$ cat src/verilog/ipf_pkg.sv
package ipf_pkg;
	localparam int          ADDR_W          = 12;
	localparam int          PRIO_W          = 3;
	localparam int          REG_W           = 16;
	localparam int          NUM_SRC         = 3;
	// register byte addresses: no offsets given, chosen here
	localparam logic [11:0] VD_PRIO_ADDR    = 12'h000;
	localparam logic [11:0] CM_PRIO_ADDR    = 12'h004;
	localparam logic [11:0] WU_PRIO_ADDR    = 12'h008;
	localparam logic [11:0] PEND_ADDR       = 12'h00C;
	localparam logic [11:0] LEVEL_ADDR      = 12'h010;
	// field positions
	localparam int          VD_LSB          = 0;
	localparam int          CM_LSB          = 4;
	localparam int          WU_LSB          = 0;
	localparam logic [2:0]  PRIO_RESET      = 3'h4;
	localparam logic [2:0]  PRIO_OFF        = 3'h0;
	localparam logic [1:0]  HTRANS_NONSEQ   = 2'h2;
	localparam logic [2:0]  HSIZE_WORD      = 3'h2;
	localparam logic [31:0] ZERO_WORD       = 32'h0000_0000;
	typedef enum logic [1:0] {
		IPF_IDLE  = 2'b01,
		IPF_WRITE = 2'b10
	} ipf_phase_type;
endpackage : ipf_pkg

$ cat src/verilog/ipf_src_if.sv
interface ipf_src_if;
	logic [2:0] prio;
	logic       raw;
	logic       req;
	logic [2:0] level;
	modport ctrl (output prio, output raw, input req, input level);
	modport src  (input prio, input raw, output req, output level);
endinterface : ipf_src_if

$ cat src/verilog/ipf_src_gate.sv
module ipf_src_gate (
	ipf_src_if.src s
);
	// code 000 masks the source; 001..111 pass as priority 1..7
	always_comb begin
		s.req   = s.raw && (s.prio != ipf_pkg::PRIO_OFF);
		s.level = s.req ? s.prio : ipf_pkg::PRIO_OFF;
	end
endmodule : ipf_src_gate

$ cat src/verilog/ipf_top.sv
// Summary of operation
// - code 111 means priority seven, highest
// - code 001 is priority one, linear between
// - code 000 disables the source
// - voltage field bits 2:0, upper bits zero
// - charge field bits 6:4, reset 100
// - charge bits 15:7 read zero
// - charge bits 3:0 read zero
// - wakeup field bits 2:0, upper bits zero
// - all fields reset to priority four
module ipf_top (
	input  wire logic        hclk,
	input  wire logic        hresetn,
	input  wire logic        hsel,
	input  wire logic [11:0] haddr,
	input  wire logic [1:0]  htrans,
	input  wire logic        hwrite,
	input  wire logic [2:0]  hsize,
	input  wire logic [31:0] hwdata,
	input  wire logic        hready,
	input  wire logic [2:0]  src_raw,
	output logic      [31:0] hrdata,
	output logic             hreadyout,
	output logic             hresp,
	output logic      [2:0]  src_req,
	output logic      [2:0]  top_level
);
	logic [ipf_pkg::PRIO_W-1:0]  vd_reg;
	logic [ipf_pkg::PRIO_W-1:0]  vd_next;
	logic [ipf_pkg::PRIO_W-1:0]  cm_reg;
	logic [ipf_pkg::PRIO_W-1:0]  cm_next;
	logic [ipf_pkg::PRIO_W-1:0]  wu_reg;
	logic [ipf_pkg::PRIO_W-1:0]  wu_next;
	logic [ipf_pkg::ADDR_W-1:0]  wa_reg;
	logic [ipf_pkg::ADDR_W-1:0]  wa_next;
	ipf_pkg::ipf_phase_type      ph_reg;
	ipf_pkg::ipf_phase_type      ph_next;
	logic [31:0]                 rd_reg;
	logic [31:0]                 rd_next;
	logic                        rdy_reg;
	logic                        rdy_next;
	logic                        resp_reg;
	logic                        resp_next;
	logic [ipf_pkg::NUM_SRC-1:0] req_reg;
	logic [ipf_pkg::NUM_SRC-1:0] req_next;
	logic [ipf_pkg::PRIO_W-1:0]  lvl_reg;
	logic [ipf_pkg::PRIO_W-1:0]  lvl_next;
	logic [ipf_pkg::NUM_SRC-1:0] req_now;
	logic                        take;
	logic                        take_wr;
	logic                        take_rd;
	logic [ipf_pkg::PRIO_W-1:0]  lv [ipf_pkg::NUM_SRC];

	ipf_src_if sif [ipf_pkg::NUM_SRC] ();
	assign sif[0].prio = vd_reg;
	assign sif[1].prio = cm_reg;
	assign sif[2].prio = wu_reg;
	genvar g;
	generate
		for (g = 0; g < ipf_pkg::NUM_SRC; g++) begin : g_src
			assign sif[g].raw = src_raw[g];
			assign lv[g]      = sif[g].level;
			assign req_now[g] = sif[g].req;
			ipf_src_gate u_gate (.s(sif[g].src));
		end
	endgenerate

	assign hrdata    = rd_reg;
	assign hreadyout = rdy_reg;
	assign hresp     = resp_reg;
	assign src_req   = req_reg;
	assign top_level = lvl_reg;

	// sub-word accesses are not decoded, so a byte write cannot clip a field
	assign take    = hsel && hready && (htrans == ipf_pkg::HTRANS_NONSEQ) && (hsize == ipf_pkg::HSIZE_WORD);
	assign take_wr = take && hwrite;
	assign take_rd = take && !hwrite;

	// write address held until its data phase
	always_comb begin
		ph_next = ipf_pkg::IPF_IDLE;
		wa_next = wa_reg;
		if (take_wr) begin
			ph_next = ipf_pkg::IPF_WRITE;
			wa_next = haddr;
		end
	end

	always_ff @(posedge hclk or negedge hresetn) begin
		if (!hresetn) begin
			ph_reg <= ipf_pkg::IPF_IDLE;
			wa_reg <= 12'h000;
		end else begin
			ph_reg <= ph_next;
			wa_reg <= wa_next;
		end
	end

	// only the field lanes are stored; other written bits are dropped
	always_comb begin
		vd_next = vd_reg;
		case (ph_reg)
			ipf_pkg::IPF_WRITE: begin
				if (wa_reg == ipf_pkg::VD_PRIO_ADDR) begin
					vd_next = hwdata[ipf_pkg::VD_LSB +: ipf_pkg::PRIO_W];
				end
			end
			default: ;
		endcase
	end

	always_ff @(posedge hclk or negedge hresetn) begin
		if (!hresetn) begin
			vd_reg <= ipf_pkg::PRIO_RESET;
		end else begin
			vd_reg <= vd_next;
		end
	end

	// charge field sits in bits 6:4 of the low byte lane; bits around it are never stored
	always_comb begin
		cm_next = cm_reg;
		case (ph_reg)
			ipf_pkg::IPF_WRITE: begin
				if (wa_reg == ipf_pkg::CM_PRIO_ADDR) begin
					cm_next = hwdata[ipf_pkg::CM_LSB +: ipf_pkg::PRIO_W];
				end
			end
			default: ;
		endcase
	end

	always_ff @(posedge hclk or negedge hresetn) begin
		if (!hresetn) begin
			cm_reg <= ipf_pkg::PRIO_RESET;
		end else begin
			cm_reg <= cm_next;
		end
	end

	// wakeup field
	always_comb begin
		wu_next = wu_reg;
		case (ph_reg)
			ipf_pkg::IPF_WRITE: begin
				if (wa_reg == ipf_pkg::WU_PRIO_ADDR) begin
					wu_next = hwdata[ipf_pkg::WU_LSB +: ipf_pkg::PRIO_W];
				end
			end
			default: ;
		endcase
	end

	always_ff @(posedge hclk or negedge hresetn) begin
		if (!hresetn) begin
			wu_reg <= ipf_pkg::PRIO_RESET;
		end else begin
			wu_reg <= wu_next;
		end
	end

	// read data captured at address phase, stands in data phase only
	always_comb begin
		rd_next = ipf_pkg::ZERO_WORD;
		if (take_rd) begin
			if (haddr == ipf_pkg::VD_PRIO_ADDR) begin
				rd_next[ipf_pkg::VD_LSB +: ipf_pkg::PRIO_W] = vd_reg;
			end else if (haddr == ipf_pkg::CM_PRIO_ADDR) begin
				rd_next[ipf_pkg::CM_LSB +: ipf_pkg::PRIO_W] = cm_reg;
			end else if (haddr == ipf_pkg::WU_PRIO_ADDR) begin
				rd_next[ipf_pkg::WU_LSB +: ipf_pkg::PRIO_W] = wu_reg;
			end else if (haddr == ipf_pkg::PEND_ADDR) begin
				rd_next[ipf_pkg::NUM_SRC-1:0] = req_now;
			end else if (haddr == ipf_pkg::LEVEL_ADDR) begin
				rd_next[ipf_pkg::PRIO_W-1:0] = lvl_reg;
			end
		end
	end

	always_ff @(posedge hclk or negedge hresetn) begin
		if (!hresetn) begin
			rd_reg <= ipf_pkg::ZERO_WORD;
		end else begin
			rd_reg <= rd_next;
		end
	end

	// zero wait states and no error response: nothing here is refused
	always_comb begin
		rdy_next  = 1'b1;
		resp_next = 1'b0;
	end

	always_ff @(posedge hclk or negedge hresetn) begin
		if (!hresetn) begin
			rdy_reg  <= 1'b1;
			resp_reg <= 1'b0;
		end else begin
			rdy_reg  <= rdy_next;
			resp_reg <= resp_next;
		end
	end

	// equal codes need no tie rule: the level is the code itself
	always_comb begin
		req_next = req_now;
		lvl_next = lv[0];
		if (lv[1] > lvl_next) begin
			lvl_next = lv[1];
		end
		if (lv[2] > lvl_next) begin
			lvl_next = lv[2];
		end
	end

	always_ff @(posedge hclk or negedge hresetn) begin
		if (!hresetn) begin
			req_reg <= 3'h0;
			lvl_reg <= 3'h0;
		end else begin
			req_reg <= req_next;
			lvl_reg <= lvl_next;
		end
	end
endmodule : ipf_top

$ cat config.mk
export PLATFORM = sky130hd
export DESIGN_NAME = ipf_top
export DESIGN_NICKNAME = d
export VERILOG_FILES = /design/src/verilog/ipf_pkg.sv /design/src/verilog/ipf_src_if.sv /design/src/verilog/ipf_src_gate.sv /design/src/verilog/ipf_top.sv
export SDC_FILE = /design/constraint.sdc
export NUM_CORES = 1
export LEC_CHECK = 0
export BUFFER_PORTS_ARGS = -buffer_cell sky130_fd_sc_hd__buf_2
export CELL_PAD_IN_SITES_DETAIL_PLACEMENT = 1
export CELL_PAD_IN_SITES_GLOBAL_PLACEMENT = 2
export CORE_MARGIN = 5
export CORE_UTILIZATION = 28
export CTS_CLUSTER_DIAMETER = 40
export DETAILED_ROUTE_END_ITERATION = 8
export PLACE_DENSITY_LB_ADDON = 0.1
export SLEW_MARGIN = 20
export SYNTH_ARGS = -nofsm -noshare
export SYNTH_HDL_FRONTEND = slang
export SYNTH_HIERARCHICAL = 1
export SYNTH_SLANG_ARGS = --single-unit
export TNS_END_PERCENT = 100
$ cat constraint.sdc
create_clock -name hclk -period 3.77 [get_ports hclk]
set_input_delay 0.1885 -clock hclk [delete_from_list [all_inputs] [get_ports hclk]]
set_output_delay 0.1885 -clock hclk [all_outputs]
set_load 0.005 [all_outputs]
==> impl_metrics.json, run 1 <==
{
  "synthFlopType": "dfrtp_1",
  "status": "complete, but fails checks",
  "slowest_stage": "dfstp_2",
  "via_count": 1343,
  "cts_buffers": 5,
  "clk_latency_ns": 0.29,
  "combPwrFrac_pct": 15.2,
  "required_ns": 3.94,
  "antenna_found_initial": 0,
  "leakagePower_nw": 1.25,
  "maxCapViolations": 0,
  "num_io_pins": 97,
  "switchingPower_mw": 0.228,
  "die_y_um": 95.6,
  "hp-class": "input port to asynchronous set/reset pin",
  "final_antenna_net_count": 0,
  "diodes": 0,
  "synth-simple-area-share_pct": 17.1,
  "cp_max_fo": 4,
  "core_sq_mm": 0.00718,
  "start_kind": "flop",
  "fin_tns_setup_ns": 0,
  "post-cts-setup-buffers": 0,
  "nNetsFinal": 285,
  "cp-end-kind": "flop",
  "cts-hold-fix-buffers": 0,
  "powerDensity_mw_per_mm2": 378,
  "layout-drive-gt1-share_pct": 38.1,
  "netlist.area_leader.share_pct": 37.8,
  "async_reset_ff_share_pct": 100,
  "htreeDepth": 2,
  "area_delta_synth_final_pct": 15.2,
  "hpwl_um": 3880,
  "yosysUniqueCellTypes": 39,
  "synthesis.instances": 177,
  "firstDrtPassIters": 4,
  "relSlewSlack_pct": 46.5,
  "fill_cells": 819,
  "fp.dieW_um": 95.6,
  "grt_pass1_vias": 1442,
  "clkTransAtPathRegs_ns": 0.08,
  "synth-seq-cells": 35,
  "sw_frac_of_total_pct": 25.5,
  "crit_arrival_ns": 3.34,
  "min_period_ns": 3.18,
  "setup_viol": 0,
  "instances_no_fill": 322,
  "fmax_mhz": 315,
  "grt_max_degree": 36,
  "power_frac_seq_pct": 47.0,
  "syn_area_sq_mm": 0.00205,
  "synthAdderAreaFrac_pct": 3.66,
  "yosysWarnings": 6,
  "synth_mux_area_share_pct": 16.1,
  "ctsResizeCount": 0,
  "yosysTopAreaCell": "dfrtp_1",
  "crit_chain": "and2_1 > inv_1 > ha_1 > a21oi_1 > nand2_1 > a311oi_1 > ha_1 > nor2b_1 > o21ai_0 > a32oi_1 > mux2_2",
  "finClkSkew_ns": 0.00838,
  "gp_congestion": 0.739,
  "die_area_sq_mm": 0.00914,
  "cts_root_buffer": "clkbuf_8",
  "cts_buffer_depth": 2,
  "crit_top_cell": "ha_1",
  "total_power_mw": 0.893,
  "overflow": 0,
  "yosys-top-cells-count": "dfrtp_1 (31), buf_4 (28), inv_1 (14), mux2_4 (14), mux2_2 (8)",
  "cts_tree": "yes",
  "clkSinkCount": 35,
  "p_int_mw": 0.665,
  "hold_viol": 11,
  "num_rows": 31,
  "multi_input_area_sq_um": 983,
  "synth-compound-area-share_pct": 5.91,
  "post_drt_wl_per_cell_um": 14.7,
  "synth.most_common_cell": "dfrtp_1",
  "synth_top_family_by_area": "simple AND/OR/NAND/NOR gates",
  "placed_cells": 314,
  "synthXorXnorAreaFrac_pct": 0,
  "start_util_pct": 28.6,
  "rsz0062_at_grt": "no",
  "period_share_pct": 84.2,
  "hold-worst-slack_ns": -0.0192,
  "final-max-slew-violation-count": 0,
  "synth-edff-count": 0,
  "viasPerCell": 4.17,
  "grt_usage_pct": 10.5,
  "ir_drop_uv": 162,
  "postSynthAreaPerCell_sq_um": 11.6,
  "io_buffers": 42,
  "pwr-share-clk_pct": 37.7,
  "tightest_slew_ns": 0.802,
  "violations": "hold timing",
  "path_class": "flop to flop",
  "seq_area_sq_um": 881,
  "largest_register_ffs": 12,
  "synth_area_leaders": "dfrtp_1 (38%), buf_4 (10%), mux2_4 (10%), dfstp_2 (5.1%), mux2_2 (4.4%)",
  "slowest_delay_ns": 0.56,
  "grt_pass1_wl_um": 7120,
  "drt_iter0_markers": 27,
  "totalWireLength_um": 4730,
  "yosysSeqAreaShare_pct": 42.9,
  "drc": 0
}
-- layer usage --
metal	share of wire, %	up-vias	global-route usage, %
met2	55	34	19.3
met5	0	-	0
met4	0.91	0	2.84
li1	-	648	-
met1	39	656	11.5
met3	5.5	5	3.08
-- critical path: cells and delay by family (launching register included) --
kind	cells	cell delay (ns)
AOI/OAI and AO/OA	4	1.12
adders and majority gates	2	0.56
buffers and inverters	1	0.05
DFF	1	0.56
muxes	1	0.39
and+or+nand+nor	3	0.40
-- power groups by stage --
stage	Sequential, mW	Combinational (mW)	Clock [mW]
floorplan	0.422	0.102	0
global placement	0.428	0.131	0
detailed placement	0.428	0.136	0
CTS	0.421	0.138	0.354
global route	0.424	0.151	0.368
finish	0.420	0.136	0.337
-- final cells by class --
type                            instances  area share (%)
Clock buffer                            5            2.91
Clock inverter                          3            1.85
Inverter                               14            2.22
Multi-Input combinational cell        124            41.6
Sequential cell                        35            37.3
Tap cell                               99            5.24
Timing Repair Buffer                   42            8.89
-- stage by stage --
step                      utilization, %  setup slack (ns)  area, sq um
after CTS                           32.9             0.560         2360
final                               32.9             0.595         2360
after global placement              31.4             0.673         2250
after detailed placement            31.4             0.564         2250
after floorplan                        -             0.998         2150
after global routing                32.9             0.438         2360
-- cell usage in the layout (no fill, tap or decap), types with 2 or more instances in the layout --
| cell | count |
|---|---|
| buf_2 | 42 |
| dfrtp_1 | 31 |
| conb_1 | 28 |
| inv_1 | 14 |
| mux2_4 | 14 |
| mux2_2 | 8 |
| and2_1 | 7 |
| nor2_1 | 6 |
| ha_1 | 6 |
| clkbuf_8 | 5 |
| o21ai_0 | 4 |
| dfstp_2 | 4 |
| mux2i_1 | 3 |
| nor2b_1 | 3 |
| nor4_1 | 3 |
| nand2b_1 | 3 |
| a22o_1 | 3 |
| o22ai_1 | 3 |
| o31a_1 | 3 |
| and2_2 | 3 |
| nand3b_1 | 2 |
| nand2_1 | 2 |
| nand3_1 | 2 |
| and3_1 | 2 |
| nand4_1 | 2 |
| nand4b_1 | 2 |
| nor3b_1 | 2 |
| nand3b_4 | 2 |
-- worst paths after layout --
check / start / end / slack (ns) / cells after the start
setup / recovery: sif[0].prio[2]$_DFFE_PN1P_ / top_level[0]$_DFF_PN0_ / 0.59 / 11
hold / removal: hresetn / wa_reg[9]$_DFFE_PN0P_ / -0.02 / 1
setup reg to reg: sif[0].prio[2]$_DFFE_PN1P_ / top_level[0]$_DFF_PN0_ / 0.59 / 11
hold reg to reg: cm_reg[2]$_DFFE_PN1P_ / hrdata[6]$_DFF_PN0_ / 0.50 / 2
max in group asynchronous: hresetn / hrdata[1]$_DFF_PN0_ / 3.27 / 1
min in group hclk: hwdata[4] / cm_reg[0]$_DFFE_PN0P_ / 0.14 / 2
-- logic make-up (layout without fill, tap and decap cells) --
family,after synthesis,count (layout)
AND/OR/NAND/NOR,48,48
adder cells (fa/ha/maj),6,6
other,2,28
buffers and inverters,44,64
multiplexers,25,25
AO/OA/AOI/OAI,17,17
flip-flops,35,35
Power figures use the tool's default switching activity.
==> run 2, diff against run 1 <==
==> constraint.sdc (replaced) <==
create_clock -name hclk -period 3.2 [get_ports hclk]
set_input_delay 0.16 -clock hclk [delete_from_list [all_inputs] [get_ports hclk]]
set_output_delay 0.16 -clock hclk [all_outputs]
set_load 0.005 [all_outputs]
==> impl_metrics.json, run 2 (synthesis results as in run 1) <==
{
  "status": "finished clean",
  "drt_iter0_markers": 31,
  "die_y_um": 95.6,
  "period_share_pct": 93.2,
  "nNetsFinal": 287,
  "tightest_slew_ns": 0.791,
  "hpwl_um": 3940,
  "required_ns": 3.37,
  "final-max-slew-violation-count": 0,
  "min_period_ns": 2.98,
  "clkSinkCount": 35,
  "hp-class": "input port to flop",
  "cts_buffers": 5,
  "mostFrequentLayoutCell": "buf_2",
  "hold_viol": 0,
  "num_io_pins": 97,
  "ir_drop_uv": 166,
  "cp-end-kind": "flop",
  "overflow": 0,
  "post_drt_wl_per_cell_um": 14.8,
  "cts_root_buffer": "clkbuf_8",
  "die_area_sq_mm": 0.00914,
  "diodes": 0,
  "io_buffers": 42,
  "total_power_mw": 1.06,
  "largest_register_ffs": 12,
  "fin_tns_setup_ns": 0,
  "cp_max_fo": 4,
  "totalWireLength_um": 4790,
  "gp_congestion": 0.739,
  "powerDensity_mw_per_mm2": 444,
  "path_class": "flop to flop",
  "area_delta_synth_final_pct": 16.3,
  "maxCapViolations": 0,
  "layout-drive-gt1-share_pct": 38.7,
  "start_kind": "flop",
  "setup_viol": 0,
  "leakagePower_nw": 1.26,
  "antenna_found_initial": 0,
  "fp.dieW_um": 95.6,
  "num_rows": 31,
  "grt_pass1_wl_um": 7360,
  "final_antenna_net_count": 0,
  "firstDrtPassIters": 4,
  "via_count": 1366,
  "crit_arrival_ns": 3.15,
  "clkTransAtPathRegs_ns": 0.07,
  "htreeDepth": 2,
  "start_util_pct": 28.6,
  "hold-worst-slack_ns": 0.112,
  "grt_max_degree": 36,
  "cts_buffer_depth": 2,
  "core_sq_mm": 0.00718,
  "clk_latency_ns": 0.29,
  "drc": 0,
  "viasPerCell": 4.22,
  "most-common-layout-cells": "buf_2 (42), dfrtp_1 (31), conb_1 (28), inv_1 (14), mux2_4 (14)",
  "grt_pass1_vias": 1483,
  "grt_usage_pct": 10.8,
  "finClkSkew_ns": 0.00783,
  "cts_tree": "yes",
  "fmax_mhz": 335,
  "rsz0062_at_grt": "no",
  "relSlewSlack_pct": 47.2
}
==> run 2: cell types whose count changed in the layout (fill, tap and decap cells not counted), sizes merged <==
cell         change
dlygate4sd3      +1
buf              +1
==> run 2: critical path, cell delays in order (launching register included) <==
cell and delay, ns:
dfstp_2 0.56, and2_1 0.17, inv_1 0.06, ha_1 0.35, a21oi_1 0.27, nand2_1 0.15
a311oi_2 0.33, ha_1 0.19, nor2b_1 0.12, o21ai_0 0.08, a32oi_1 0.21, mux2_2 0.37
==> run 2: cell type report <==
class | count | area [sq um]
well taps | 99 | 124
fillers | 831 | 4790
inverters | 14 | 52.6
repair buffers | 44 | 228
flip-flops and latches | 35 | 881
multi-input cells | 124 | 990
clock inverters | 3 | 43.8
clock buffers | 5 | 68.8
==> run 2: what timing repair did <==
| item | in CTS | in global routing |
|---|---|---|
| gates resized for setup | 0 | 1 |
| setup buffers | 0 | 0 |
| hold buffers | 1 | 0 |
| hold endpoints to repair | 31 | 0 |
| setup endpoints to repair | 0 | 3 |
==> run 2: final timing paths <==
| check | from | to | slack, ns | cells after the start |
|---|---|---|---|---|
| max | sif[0].prio[2]$_DFFE_PN1P_ | top_level[0]$_DFF_PN0_ | 0.22 | 11 |
| min in group asynchronous | hresetn | wa_reg[9]$_DFFE_PN0P_ | 0.49 | 2 |
| min | hwdata[4] | cm_reg[0]$_DFFE_PN0P_ | 0.11 | 2 |
| max in group asynchronous | hresetn | hrdata[1]$_DFF_PN0_ | 2.21 | 2 |
| max reg2reg | sif[0].prio[2]$_DFFE_PN1P_ | top_level[0]$_DFF_PN0_ | 0.22 | 11 |
| min reg2reg | cm_reg[2]$_DFFE_PN1P_ | hrdata[6]$_DFF_PN0_ | 0.49 | 2 |
==> run 2: metrics by stage <==
| step | area, sq um | setup WS [ns] | instances | util (%) |
|---|---|---|---|---|
| 2_1_floorplan | 2150 | 0.428 | 203 | - |
| 3_3_place_gp | 2260 | 0.203 | 315 | 31.5 |
| 3_5_place_dp | 2260 | 0.0969 | 315 | 31.5 |
| 4_1_cts | 2380 | 0.0557 | 324 | 33.2 |
| 5_1_grt | 2390 | 0.0385 | 324 | 33.3 |
| 6_report | 2390 | 0.218 | 324 | 33.3 |
==> run 2: power by group <==
part	switching [mW]	internal (mW)	total (mW)
Clock	0.166	0.232	0.398
Combinational	0.0823	0.0850	0.167
Sequential	0.0231	0.472	0.495
Total	0.272	0.789	1.06
==> run 2: metal layers <==
metal,wire (um),part of all wire [%],track usage [%]
met5,0,0,0
met4,50,1.0,3.20
met3,177,3.7,2.76
met2,2590,54,19.6
met1,1970,41,12.3
